--- src/design/secl_regs.vh ---
// register map, field positions and codes of the eeprom loader
`ifndef SECL_REGS_VH
`define SECL_REGS_VH
`define SECL_OFS_CTRL 8'h00
`define SECL_OFS_STS 8'h04
`define SECL_OFS_SWITCH_CONTROL_REG 8'h08
`define SECL_OFS_HACC 8'h0C
`define SECL_OFS_HDATA 8'h10
`define SECL_CTRL_IGN 0
`define SECL_CTRL_RESTART 1
`define SECL_STS_DONE 0
`define SECL_STS_SUMERR 1
`define SECL_STS_NACK 2
`define SECL_STS_ARB 3
`define SECL_STS_MISC 4
`define SECL_STS_UNMAP 5
`define SECL_SW_HALT 0
`define SECL_HACC_DIR 16
`define SECL_HACC_BUSY 17
`define SECL_HACC_DONE 18
`define SECL_TYPE_SINGLE 2'h0
`define SECL_TYPE_SEQ 2'h1
`define SECL_TYPE_BAD 2'h2
`define SECL_TYPE_DONE 2'h3
`define SECL_TARGET 7'h50
`define SECL_SUM_OK 8'hFF
`define SECL_ADDR_LAST 16'hFFFF
`define SECL_ARB_LAST 4'hF
`endif

--- src/design/secl_top.v ---
// serial eeprom configuration loader with apb registers and host path
//
// Summary of operation
// [RULE1] read bytes from address zero until done
// [RULE2] type 0: address, type, one dword
// [RULE3] byte address is dword address times four
// [RULE4] eeprom target address is 1010000b
// [RULE5] type 1: address, type, count, data dwords
// [RULE6] count spans one to 65535 dwords
// [RULE7] sequential data to consecutive dword addresses
// [RULE8] type 3 done block ends the load
// [RULE9] unmapped write dropped, flag set
// [RULE10] 8-bit sum over all bytes equals 0xFF
// [RULE11] image checksum byte is complemented sum
// [RULE12] ignore bit suppresses checksum error
// [RULE13] any load error stops and sets halt
// [RULE14] done flag set on finish or abort
// [RULE15] checksum mismatch: format error, halt, done
// [RULE16] address roll-over: format error, halt, abort
// [RULE17] type 2 invalid: format error, halt, abort
// [RULE18] nack: no-ack error, halt, abort
// [RULE19] 16 lost arbitrations: error, halt, abort
// [RULE20] misplaced start or stop: error, halt, abort
// [RULE21] host byte read started by data write
// [RULE22] host byte write started by data write
// [RULE23] host never starts while busy
// [RULE24] host access errors go to status
// [RULE25] count and data stored low byte first
// [RULE26] type sits in two top bits
`timescale 1ns/1ps
`include "secl_regs.vh"
module secl_top (
    input wire CLOCK_I,
    input wire NRST_I,
    input wire PSEL_I,
    input wire PENABLE_I,
    input wire PWRITE_I,
    input wire [7:0] PADDR_I,
    input wire [31:0] PWDATA_I,
    output reg PREADY_O,
    output reg [31:0] PRDATA_O,
    output reg PSLVERR_O,
    output reg CFG_WR_O,
    output reg [15:0] CFG_ADDR_O,
    output reg [31:0] CFG_DATA_O,
    input wire CFG_UNMAPPED_I,
    output reg RESET_HALT_O,
    output reg LOAD_DONE_O,
    output reg [6:0] EE_TARGET_O,
    output wire EE_REQ_O,
    output wire EE_WR_O,
    output wire [15:0] EE_ADDR_O,
    output wire [7:0] EE_WDATA_O,
    input wire EE_DONE_I,
    input wire [7:0] EE_RDATA_I,
    input wire EE_NACK_I,
    input wire EE_ARBLOST_I,
    input wire EE_BUSERR_I
);
    localparam ST_IDLE = 3'h0;
    localparam ST_FETCH = 3'h1;
    localparam ST_WRITE = 3'h2;
    localparam ST_CHECK = 3'h3;
    localparam ST_HOST = 3'h4;
    localparam PH_HDR0 = 3'h0;
    localparam PH_HDR1 = 3'h1;
    localparam PH_CNT0 = 3'h2;
    localparam PH_CNT1 = 3'h3;
    localparam PH_DATA = 3'h4;

    reg [2:0] state;
    reg [2:0] phase;
    reg load_run;
    reg wrapped;
    reg [15:0] ee_addr;
    reg [7:0] sum;
    reg [13:0] block_dword_address;
    reg [15:0] dword_count;
    reg [31:0] dw_data;
    reg [1:0] dbyte;
    reg ignore_sum_errors;
    reg sum_or_format_error;
    reg no_ack_error;
    reg lost_arbitration_error;
    reg misc_bus_error;
    reg unmapped_write_flag;
    reg [15:0] h_addr;
    reg access_direction;
    reg [7:0] h_data;
    reg h_busy;
    reg h_done;
    reg x_req;
    reg x_wr;
    reg [15:0] x_addr;
    reg [7:0] x_wdata;
    wire x_done;
    wire [7:0] x_rdata;
    wire x_nack;
    wire x_arb;
    wire x_misc;
    wire x_err;
    wire apb_wr;
    wire apb_acc;
    wire [7:0] next_sum;
    reg [31:0] rd_val;
    reg rd_err;

    assign apb_acc = PSEL_I && PENABLE_I && PREADY_O;
    assign apb_wr = apb_acc && PWRITE_I;
    assign x_err = x_nack || x_arb || x_misc;
    assign next_sum = sum + x_rdata; // [RULE10]

    secl_xact u_xact (
        .clk_i(CLOCK_I),
        .nrst_i(NRST_I),
        .req_i(x_req),
        .wr_i(x_wr),
        .addr_i(x_addr),
        .wdata_i(x_wdata),
        .done_o(x_done),
        .rdata_o(x_rdata),
        .nack_o(x_nack),
        .arb_o(x_arb),
        .misc_o(x_misc),
        .eng_req_o(EE_REQ_O),
        .eng_wr_o(EE_WR_O),
        .eng_addr_o(EE_ADDR_O),
        .eng_wdata_o(EE_WDATA_O),
        .eng_done_i(EE_DONE_I),
        .eng_rdata_i(EE_RDATA_I),
        .eng_nack_i(EE_NACK_I),
        .eng_arblost_i(EE_ARBLOST_I),
        .eng_buserr_i(EE_BUSERR_I)
    );

    always @* begin
        rd_val = 32'h00000000;
        rd_err = 1'b0;
        if (PADDR_I == `SECL_OFS_CTRL) begin
            rd_val[`SECL_CTRL_IGN] = ignore_sum_errors;
            rd_val[`SECL_CTRL_RESTART] = load_run;
        end else if (PADDR_I == `SECL_OFS_STS) begin
            rd_val[`SECL_STS_DONE] = LOAD_DONE_O;
            rd_val[`SECL_STS_SUMERR] = sum_or_format_error;
            rd_val[`SECL_STS_NACK] = no_ack_error;
            rd_val[`SECL_STS_ARB] = lost_arbitration_error;
            rd_val[`SECL_STS_MISC] = misc_bus_error;
            rd_val[`SECL_STS_UNMAP] = unmapped_write_flag;
        end else if (PADDR_I == `SECL_OFS_SWITCH_CONTROL_REG) begin
            rd_val[`SECL_SW_HALT] = RESET_HALT_O;
        end else if (PADDR_I == `SECL_OFS_HACC) begin
            rd_val[15:0] = h_addr;
            rd_val[`SECL_HACC_DIR] = access_direction;
            rd_val[`SECL_HACC_BUSY] = h_busy;
            rd_val[`SECL_HACC_DONE] = h_done;
        end else if (PADDR_I == `SECL_OFS_HDATA) begin
            rd_val[7:0] = h_data;
        end else begin
            rd_err = 1'b1;
        end
    end

    // one wait state so that read data and ready both leave flops
    always @(posedge CLOCK_I or negedge NRST_I) begin
        if (!NRST_I) begin
            PREADY_O <= 1'b0;
            PRDATA_O <= 32'h00000000;
            PSLVERR_O <= 1'b0;
        end else if (PSEL_I && PENABLE_I && !PREADY_O) begin
            PREADY_O <= 1'b1;
            PRDATA_O <= PWRITE_I ? 32'h00000000 : rd_val;
            PSLVERR_O <= rd_err;
        end else begin
            PREADY_O <= 1'b0;
            PRDATA_O <= 32'h00000000;
            PSLVERR_O <= 1'b0;
        end
    end

    // software clears come first so that hardware sets below win
    always @(posedge CLOCK_I or negedge NRST_I) begin
        if (!NRST_I) begin
            state <= ST_IDLE;
            phase <= PH_HDR0;
            load_run <= 1'b1;
            wrapped <= 1'b0;
            ee_addr <= 16'h0000;
            sum <= 8'h00;
            block_dword_address <= 14'h0000;
            dword_count <= 16'h0000;
            dw_data <= 32'h00000000;
            dbyte <= 2'h0;
            ignore_sum_errors <= 1'b0;
            sum_or_format_error <= 1'b0;
            no_ack_error <= 1'b0;
            lost_arbitration_error <= 1'b0;
            misc_bus_error <= 1'b0;
            unmapped_write_flag <= 1'b0;
            h_addr <= 16'h0000;
            access_direction <= 1'b0;
            h_data <= 8'h00;
            h_busy <= 1'b0;
            h_done <= 1'b0;
            x_req <= 1'b0;
            x_wr <= 1'b0;
            x_addr <= 16'h0000;
            x_wdata <= 8'h00;
            CFG_WR_O <= 1'b0;
            CFG_ADDR_O <= 16'h0000;
            CFG_DATA_O <= 32'h00000000;
            RESET_HALT_O <= 1'b0;
            LOAD_DONE_O <= 1'b0;
            EE_TARGET_O <= 7'h00;
        end else begin
            EE_TARGET_O <= `SECL_TARGET; // [RULE4]
            x_req <= 1'b0;
            CFG_WR_O <= 1'b0;
            if (apb_wr) begin
                if (PADDR_I == `SECL_OFS_CTRL) begin
                    ignore_sum_errors <= PWDATA_I[`SECL_CTRL_IGN];
                    if (PWDATA_I[`SECL_CTRL_RESTART] && !load_run && state == ST_IDLE) begin
                        load_run <= 1'b1; // [RULE1]
                        phase <= PH_HDR0;
                        ee_addr <= 16'h0000;
                        sum <= 8'h00;
                        wrapped <= 1'b0;
                        LOAD_DONE_O <= 1'b0;
                    end
                end else if (PADDR_I == `SECL_OFS_STS) begin
                    if (PWDATA_I[`SECL_STS_DONE]) LOAD_DONE_O <= 1'b0;
                    if (PWDATA_I[`SECL_STS_SUMERR]) sum_or_format_error <= 1'b0;
                    if (PWDATA_I[`SECL_STS_NACK]) no_ack_error <= 1'b0;
                    if (PWDATA_I[`SECL_STS_ARB]) lost_arbitration_error <= 1'b0;
                    if (PWDATA_I[`SECL_STS_MISC]) misc_bus_error <= 1'b0;
                    if (PWDATA_I[`SECL_STS_UNMAP]) unmapped_write_flag <= 1'b0;
                end else if (PADDR_I == `SECL_OFS_SWITCH_CONTROL_REG) begin
                    RESET_HALT_O <= PWDATA_I[`SECL_SW_HALT];
                end else if (PADDR_I == `SECL_OFS_HACC) begin
                    if (!h_busy) begin
                        h_addr <= PWDATA_I[15:0];
                        access_direction <= PWDATA_I[`SECL_HACC_DIR];
                    end
                    if (PWDATA_I[`SECL_HACC_DONE]) h_done <= 1'b0;
                end else if (PADDR_I == `SECL_OFS_HDATA) begin
                    // a start while busy is dropped, never queued
                    if (!h_busy) begin
                        h_data <= PWDATA_I[7:0]; // [RULE21] [RULE22] [RULE23]
                        h_busy <= 1'b1;
                        h_done <= 1'b0;
                    end
                end
            end
            case (state)
                ST_IDLE: begin
                    if (load_run) begin
                        if (wrapped) begin
                            sum_or_format_error <= 1'b1; // [RULE16]
                            RESET_HALT_O <= 1'b1; // [RULE13]
                            LOAD_DONE_O <= 1'b1; // [RULE14]
                            load_run <= 1'b0;
                        end else begin
                            x_req <= 1'b1; // [RULE1]
                            x_wr <= 1'b0;
                            x_addr <= ee_addr;
                            state <= ST_FETCH;
                        end
                    end else if (h_busy) begin
                        x_req <= 1'b1;
                        x_wr <= access_direction;
                        x_addr <= h_addr;
                        x_wdata <= h_data;
                        state <= ST_HOST;
                    end
                end
                ST_FETCH: begin
                    if (x_done) begin
                        state <= ST_IDLE;
                        if (x_err) begin
                            if (x_nack) no_ack_error <= 1'b1; // [RULE18]
                            if (x_arb) lost_arbitration_error <= 1'b1; // [RULE19]
                            if (x_misc) misc_bus_error <= 1'b1; // [RULE20]
                            RESET_HALT_O <= 1'b1; // [RULE13]
                            LOAD_DONE_O <= 1'b1; // [RULE14]
                            load_run <= 1'b0;
                        end else begin
                            sum <= next_sum; // [RULE10]
                            ee_addr <= ee_addr + 16'h0001;
                            if (ee_addr == `SECL_ADDR_LAST) wrapped <= 1'b1; // [RULE16]
                            case (phase)
                                PH_HDR0: begin
                                    block_dword_address[7:0] <= x_rdata;
                                    phase <= PH_HDR1;
                                end
                                PH_HDR1: begin
                                    block_dword_address[13:8] <= x_rdata[5:0]; // [RULE26]
                                    dbyte <= 2'h0;
                                    case (x_rdata[7:6])
                                        `SECL_TYPE_SINGLE: begin
                                            dword_count <= 16'h0001; // [RULE2]
                                            phase <= PH_DATA;
                                        end
                                        `SECL_TYPE_SEQ: begin
                                            phase <= PH_CNT0; // [RULE5]
                                        end
                                        `SECL_TYPE_DONE: begin
                                            // done ends the load whatever the sum
                                            load_run <= 1'b0; // [RULE8]
                                            LOAD_DONE_O <= 1'b1; // [RULE14]
                                            wrapped <= 1'b0;
                                            if (next_sum != `SECL_SUM_OK && !ignore_sum_errors) begin
                                                sum_or_format_error <= 1'b1; // [RULE15] [RULE12]
                                                RESET_HALT_O <= 1'b1;
                                            end
                                        end
                                        default: begin
                                            sum_or_format_error <= 1'b1; // [RULE17]
                                            RESET_HALT_O <= 1'b1;
                                            LOAD_DONE_O <= 1'b1;
                                            load_run <= 1'b0;
                                        end
                                    endcase
                                end
                                PH_CNT0: begin
                                    dword_count[7:0] <= x_rdata; // [RULE25]
                                    phase <= PH_CNT1;
                                end
                                PH_CNT1: begin
                                    dword_count[15:8] <= x_rdata; // [RULE6]
                                    // a zero count carries no data
                                    if (x_rdata == 8'h00 && dword_count[7:0] == 8'h00) begin
                                        phase <= PH_HDR0;
                                    end else begin
                                        phase <= PH_DATA;
                                    end
                                end
                                default: begin
                                    case (dbyte)
                                        2'h0: dw_data[7:0] <= x_rdata; // [RULE25]
                                        2'h1: dw_data[15:8] <= x_rdata;
                                        2'h2: dw_data[23:16] <= x_rdata;
                                        default: dw_data[31:24] <= x_rdata;
                                    endcase
                                    dbyte <= dbyte + 2'h1;
                                    if (dbyte == 2'h3) state <= ST_WRITE;
                                end
                            endcase
                        end
                    end
                end
                ST_WRITE: begin
                    CFG_WR_O <= 1'b1;
                    CFG_ADDR_O <= {block_dword_address, 2'b00}; // [RULE3]
                    CFG_DATA_O <= dw_data;
                    state <= ST_CHECK;
                end
                ST_CHECK: begin
                    if (CFG_UNMAPPED_I) unmapped_write_flag <= 1'b1; // [RULE9]
                    block_dword_address <= block_dword_address + 14'h0001; // [RULE7]
                    dword_count <= dword_count - 16'h0001;
                    if (dword_count == 16'h0001) phase <= PH_HDR0;
                    state <= ST_IDLE;
                end
                ST_HOST: begin
                    if (x_done) begin
                        h_busy <= 1'b0; // [RULE21] [RULE22]
                        h_done <= 1'b1;
                        if (!x_wr && !x_err) h_data <= x_rdata;
                        if (x_nack) no_ack_error <= 1'b1; // [RULE24]
                        if (x_arb) lost_arbitration_error <= 1'b1;
                        if (x_misc) misc_bus_error <= 1'b1;
                        state <= ST_IDLE;
                    end
                end
                default: state <= ST_IDLE;
            endcase
        end
    end
endmodule

--- src/design/secl_xact.v ---
// one eeprom byte transaction with arbitration retry and error sorting
`timescale 1ns/1ps
`include "secl_regs.vh"
module secl_xact (
    input wire clk_i,
    input wire nrst_i,
    input wire req_i,
    input wire wr_i,
    input wire [15:0] addr_i,
    input wire [7:0] wdata_i,
    output reg done_o,
    output reg [7:0] rdata_o,
    output reg nack_o,
    output reg arb_o,
    output reg misc_o,
    output reg eng_req_o,
    output reg eng_wr_o,
    output reg [15:0] eng_addr_o,
    output reg [7:0] eng_wdata_o,
    input wire eng_done_i,
    input wire [7:0] eng_rdata_i,
    input wire eng_nack_i,
    input wire eng_arblost_i,
    input wire eng_buserr_i
);
    reg [3:0] arb_cnt;
    reg retry;

    always @(posedge clk_i or negedge nrst_i) begin
        if (!nrst_i) begin
            done_o <= 1'b0;
            rdata_o <= 8'h00;
            nack_o <= 1'b0;
            arb_o <= 1'b0;
            misc_o <= 1'b0;
            eng_req_o <= 1'b0;
            eng_wr_o <= 1'b0;
            eng_addr_o <= 16'h0000;
            eng_wdata_o <= 8'h00;
            arb_cnt <= 4'h0;
            retry <= 1'b0;
        end else begin
            done_o <= 1'b0;
            nack_o <= 1'b0;
            arb_o <= 1'b0;
            misc_o <= 1'b0;
            retry <= 1'b0;
            if (req_i && !eng_req_o) begin
                eng_req_o <= 1'b1;
                eng_wr_o <= wr_i;
                eng_addr_o <= addr_i;
                eng_wdata_o <= wdata_i;
                arb_cnt <= 4'h0;
            end else if (retry) begin
                eng_req_o <= 1'b1;
            end else if (eng_req_o && eng_done_i) begin
                eng_req_o <= 1'b0;
                if (eng_buserr_i) begin
                    misc_o <= 1'b1; // [RULE20]
                    done_o <= 1'b1;
                end else if (eng_arblost_i) begin
                    // give up only after a run of lost attempts
                    if (arb_cnt == `SECL_ARB_LAST) begin
                        arb_o <= 1'b1; // [RULE19]
                        done_o <= 1'b1;
                    end else begin
                        arb_cnt <= arb_cnt + 4'h1;
                        retry <= 1'b1;
                    end
                end else if (eng_nack_i) begin
                    nack_o <= 1'b1; // [RULE18]
                    done_o <= 1'b1;
                end else begin
                    rdata_o <= eng_rdata_i;
                    done_o <= 1'b1;
                end
            end
        end
    end
endmodule
--- config.mk ---
export PLATFORM = sky130hd
export DESIGN_NAME = secl_top
export DESIGN_NICKNAME = d
export VERILOG_FILES = /design/src/design/secl_top.v /design/src/design/secl_xact.v
export VERILOG_INCLUDE_DIRS = /design/src /design/src/design
export SDC_FILE = /design/constraint.sdc
export NUM_CORES = 1
export LEC_CHECK = 0
export ABC_CLOCK_PERIOD_IN_PS = 2000
export BUFFER_PORTS_ARGS = -buffer_cell sky130_fd_sc_hd__buf_4
export CORE_MARGIN = 8
export CORE_UTILIZATION = 52
export DETAILED_ROUTE_END_ITERATION = 8
export GPL_ROUTABILITY_DRIVEN = 0
export PLACE_DENSITY = 0.72
export SYNTH_ARGS = -nofsm -noshare
export SYNTH_HDL_FRONTEND = slang
export SYNTH_SLANG_ARGS = --single-unit
--- constraint.sdc ---
create_clock -name CLOCK_I -period 2 [get_ports CLOCK_I]
set_input_delay 0.1 -clock CLOCK_I [delete_from_list [all_inputs] [get_ports CLOCK_I]]
set_output_delay 0.1 -clock CLOCK_I [all_outputs]
set_load 0.01 [all_outputs]
==> results.sh <==
export IMPL_status="complete, but fails checks"
export IMPL_violations="setup timing"
export IMPL_rrSetupSlack_ns=-0.23
export IMPL_synthArstFlopShare=1.00
export IMPL_viasPerCell=5.50
export IMPL_internal_power_mw=10.1
export IMPL_drt_iter0_drc=781
export IMPL_overflow=0
export IMPL_skew_ns=0.0159
export IMPL_clock_sinks=269
export IMPL_cp_num_buf_inv=0
export IMPL_fin_tns_setup_ns=-0.468
export IMPL_synth_seq_area_share=0.552
export IMPL_critical_path_top_delay_family="simple AND/OR/NAND/NOR gates"
export IMPL_setup_worst_path_class="reg2reg"
export IMPL_finalWirelength_mm=31.2
export IMPL_rsz0062_at_grt="yes"
export IMPL_crit_path_max_incr_delay_ns=0.55
export IMPL_drtAntennaViolNets=0
export IMPL_clk_root_buffer_cell="clkbuf_16"
export IMPL_arrival_ns=2.66
export IMPL_synth_seq_cells=269
export IMPL_grt_max_degree=80
export IMPL_cp_end_kind="register"
export IMPL_num_rows=56
export IMPL_design_area_mm2=0.0155
export IMPL_dp_hpwl_mm=21.2
export IMPL_maxSlewViolCount=0
export IMPL_combPwrFrac=0.193
export IMPL_p_leak_nw=7.53
export IMPL_postSynthCellCount=1130
export IMPL_path_clk_slew_ns=0.06
export IMPL_num_vias=9379
export IMPL_synthMuxAreaShare=0.122
export IMPL_ir_drop_mv=0.759
export IMPL_synth_xor_area_frac=0.0108
export IMPL_crit_chain="ha_2 -> fa_2 -> nand3_2 -> or4_4 -> nor4b_4 -> a21oi_1"
export IMPL_first_global_vias=9481
export IMPL_yosysUniqueCellTypes=75
export IMPL_maxCapViolations=0
export IMPL_clk_latency_ns=0.55
export IMPL_setup_slack_ns=-0.234
export IMPL_antenna_found_initial=1
export IMPL_pwr_density_cell_mw_per_mm2=911
export IMPL_start_util=0.524
export IMPL_min_path_type="in2reg"
export IMPL_final_nets=1442
export IMPL_grtUsageTotal=0.214
export IMPL_ios=176
export IMPL_yosysWarningCount=0
export IMPL_dieArea_mm2=0.0286
export IMPL_cts_path_max_buffers=3
export IMPL_cp_max_fo=2
export IMPL_slew_headroom=0.560
export IMPL_pwr_share_seq=0.429
export IMPL_drc=0
export IMPL_synthToLayoutAreaGrowth_pct=27.1
export IMPL_fmax_mhz=448
export IMPL_cts_tree="yes"
export IMPL_drt_wirelength_per_cell_um=18.3
export IMPL_post_synth_fa_ha_maj_area_fraction=0.0191
export IMPL_required_ns=2.42
export IMPL_die_h_um=169
export IMPL_core_mm2=0.0233
export IMPL_switching_share=0.283
export IMPL_drtPass1Iterations=5
export IMPL_post_route_min_period_ns=2.23
export IMPL_cts_buffers=28
export IMPL_io_buffers=141
export IMPL_drive_gt1_frac=0.299
export IMPL_synth_edf_count=0
export IMPL_worstMarginPinSlew_ns=0.660
export IMPL_grt_pass1_wl_mm=50.1
export IMPL_hold_violations=0
export IMPL_synth_compound_area_frac=0.102
export IMPL_power_switching_mw=3.99
export IMPL_htree_levels=1
export IMPL_syn_area_per_cell_um2=10.8
export IMPL_clock_power_share=0.377
export IMPL_die_w_um=169
export IMPL_finalSetupViolations=2
export IMPL_ys_flop_type="dfrtp_1"
export IMPL_synth_area_mm2=0.0122
export IMPL_startpoint_type="register"
export IMPL_placed_area_mm2=0.0140
export IMPL_slowest_stage="fa_2"
export IMPL_synth_top_family_by_area="simple AND/OR/NAND/NOR gates"
export IMPL_yosys_area_share_simple=0.159
export IMPL_post_route_period_util=1.12
-- timing repair --
item | 4_1_cts | 5_1_grt
buffers inserted | 4 | 0
resized for setup | 7 | 15
hold buffers | 37 | 0
cloned | 0 | 0
hold endpoints to repair | 121 | 0
endpoints found under the setup margin | 10 | 30
pin swaps | 8 | 3
-- cell families (layout without fill, tap and decap cells) --
| kind of cell | count (synthesis) | in the layout |
|---|---|---|
| AND/OR/NAND/NOR | 398 | 398 |
| flip-flops | 269 | 269 |
| AO/OA/AOI/OAI | 206 | 206 |
| multiplexers | 135 | 135 |
| buffers and inverters | 87 | 324 |
| adder cells (fa/ha/maj) | 18 | 18 |
| XOR/XNOR | 15 | 15 |
| other | 2 | 22 |
-- through the flow --
step	hold WS [ns]	instances	worst slack, ns	total power [mW]	utilization
5_1_grt	0.0140	1706	-0.298	14.7	0.666
3_3_place_gp	0.146	1614	-0.168	8.42	0.603
4_1_cts	0.00391	1705	-0.172	14.1	0.663
6_report	0.0156	1706	-0.234	14.1	0.666
3_5_place_dp	0.149	1614	-0.258	8.53	0.603
2_1_floorplan	-0.196	1149	-0.0836	7.49	-
-- layout make-up --
class | instances | area (µm²)
clock buffer | 38 | 798
antenna | 1 | 2.50
sequential | 269 | 6730
tap | 319 | 399
timing repair buffer | 259 | 2110
inverter | 15 | 56.3
clock inverter | 12 | 151
fill | 1814 | 7780
multi-input combinational | 793 | 5230
-- power groups by stage --
stage	combinational (mW)	sequential, mW	clock [mW]
detailed placement	2.39	6.14	0
floorplan	1.41	6.08	0
global placement	2.30	6.12	0
global route	2.95	6.09	5.63
finish	2.73	6.05	5.32
CTS	2.64	6.04	5.41
-- sequential cells by signal (all words and copies together), names as in the netlist, 4 cells and up --
| signal | flops |
|---|---|
| dw_data | 32 |
| ee_addr | 16 |
| h_addr | 16 |
| sum | 8 |
| x_addr | 16 |
| u_xact.eng_addr_o | 16 |
| block_dword_address | 14 |
| CFG_DATA_O | 32 |
| PRDATA_O | 19 |
| CFG_ADDR_O | 14 |
| u_xact.rdata_o | 8 |
| u_xact.arb_cnt | 4 |
| x_wdata | 8 |
| dword_count | 16 |
| u_xact.eng_wdata_o | 8 |
| h_data | 8 |
-- final timing paths --
kind                            start               endpoint  depth (start not counted)
max                            sum[0]           RESET_HALT_O                          6
min                          PWRITE_I            PRDATA_O[1]                          5
max reg2reg                    sum[0]           RESET_HALT_O                          6
min reg2reg                x_wdata[5]  u_xact.eng_wdata_o[5]                          2
max in group asynchronous      NRST_I               load_run                          3
min in group asynchronous      NRST_I  u_xact.eng_wdata_o[4]                          2
-- cell usage in the layout (no fill, tap or decap), types with 8 or more instances in the layout --
cell / instances
clkbuf_16: 28
o21ai_1: 22
nand3_1: 23
a21oi_1: 66
nand4_1: 8
nor4_1: 9
nand2_1: 146
xor2_1: 8
dfrtp_1: 268
inv_1: 14
o21ai_0: 52
and2_1: 15
a22oi_1: 11
ha_1: 15
mux2_1: 10
nor3_1: 15
dlygate4sd3_1: 37
mux2_2: 97
nor2_1: 108
conb_1: 21
mux2i_1: 28
buf_4: 215
o22ai_1: 10
-- routing by layer --
metal | track usage | wire, µm | up-vias | part of all wire
li1 | - | - | 4414 | -
met2 | 0.353 | 14700 | 301 | 0.47
met4 | 0.0731 | 1080 | 0 | 0.035
met1 | 0.278 | 13400 | 4586 | 0.43
met5 | 0 | 0 | - | 0
met3 | 0.0450 | 1960 | 78 | 0.063
-- Yosys cell counts (4+ instances only) --
library cell	count	area [µm²]
dfrtp_1	268	6710
nand2_1	148	556
nor2_1	109	409
mux2_2	97	1090
a21oi_1	66	330
o21ai_0	53	265
clkbuf_1	35	131
mux2i_1	28	280
nand3_1	25	125
buf_4	22	165
o21ai_1	22	110
nor3_1	19	95.1
ha_1	17	213
and2_1	15	93.8
inv_1	14	52.6
a22oi_1	11	82.6
buf_2	11	55.1
mux2_1	10	113
o22ai_1	10	62.6
nor4_1	9	56.3
nand4_1	8	50.1
xor2_1	8	70.1
a32oi_1	7	61.3
and3_1	7	43.8
or3_1	7	43.8
xnor2_1	7	61.3
nand2b_1	6	37.5
nor3b_1	6	45.0
a211oi_1	5	37.5
nor2b_1	5	31.3
a22o_1	4	35.0
buf_1	4	15.0
nand2_2	4	25.0
-- worst reg2reg max path, delay by kind of cell, from the launching register on --
kind	cells	cell delay (ns)
compound gates	1	0.10
simple gates	3	0.88
fa+ha+maj	2	0.75
flops	1	0.38
No activity file was read; power rests on OpenSTA's default activity.
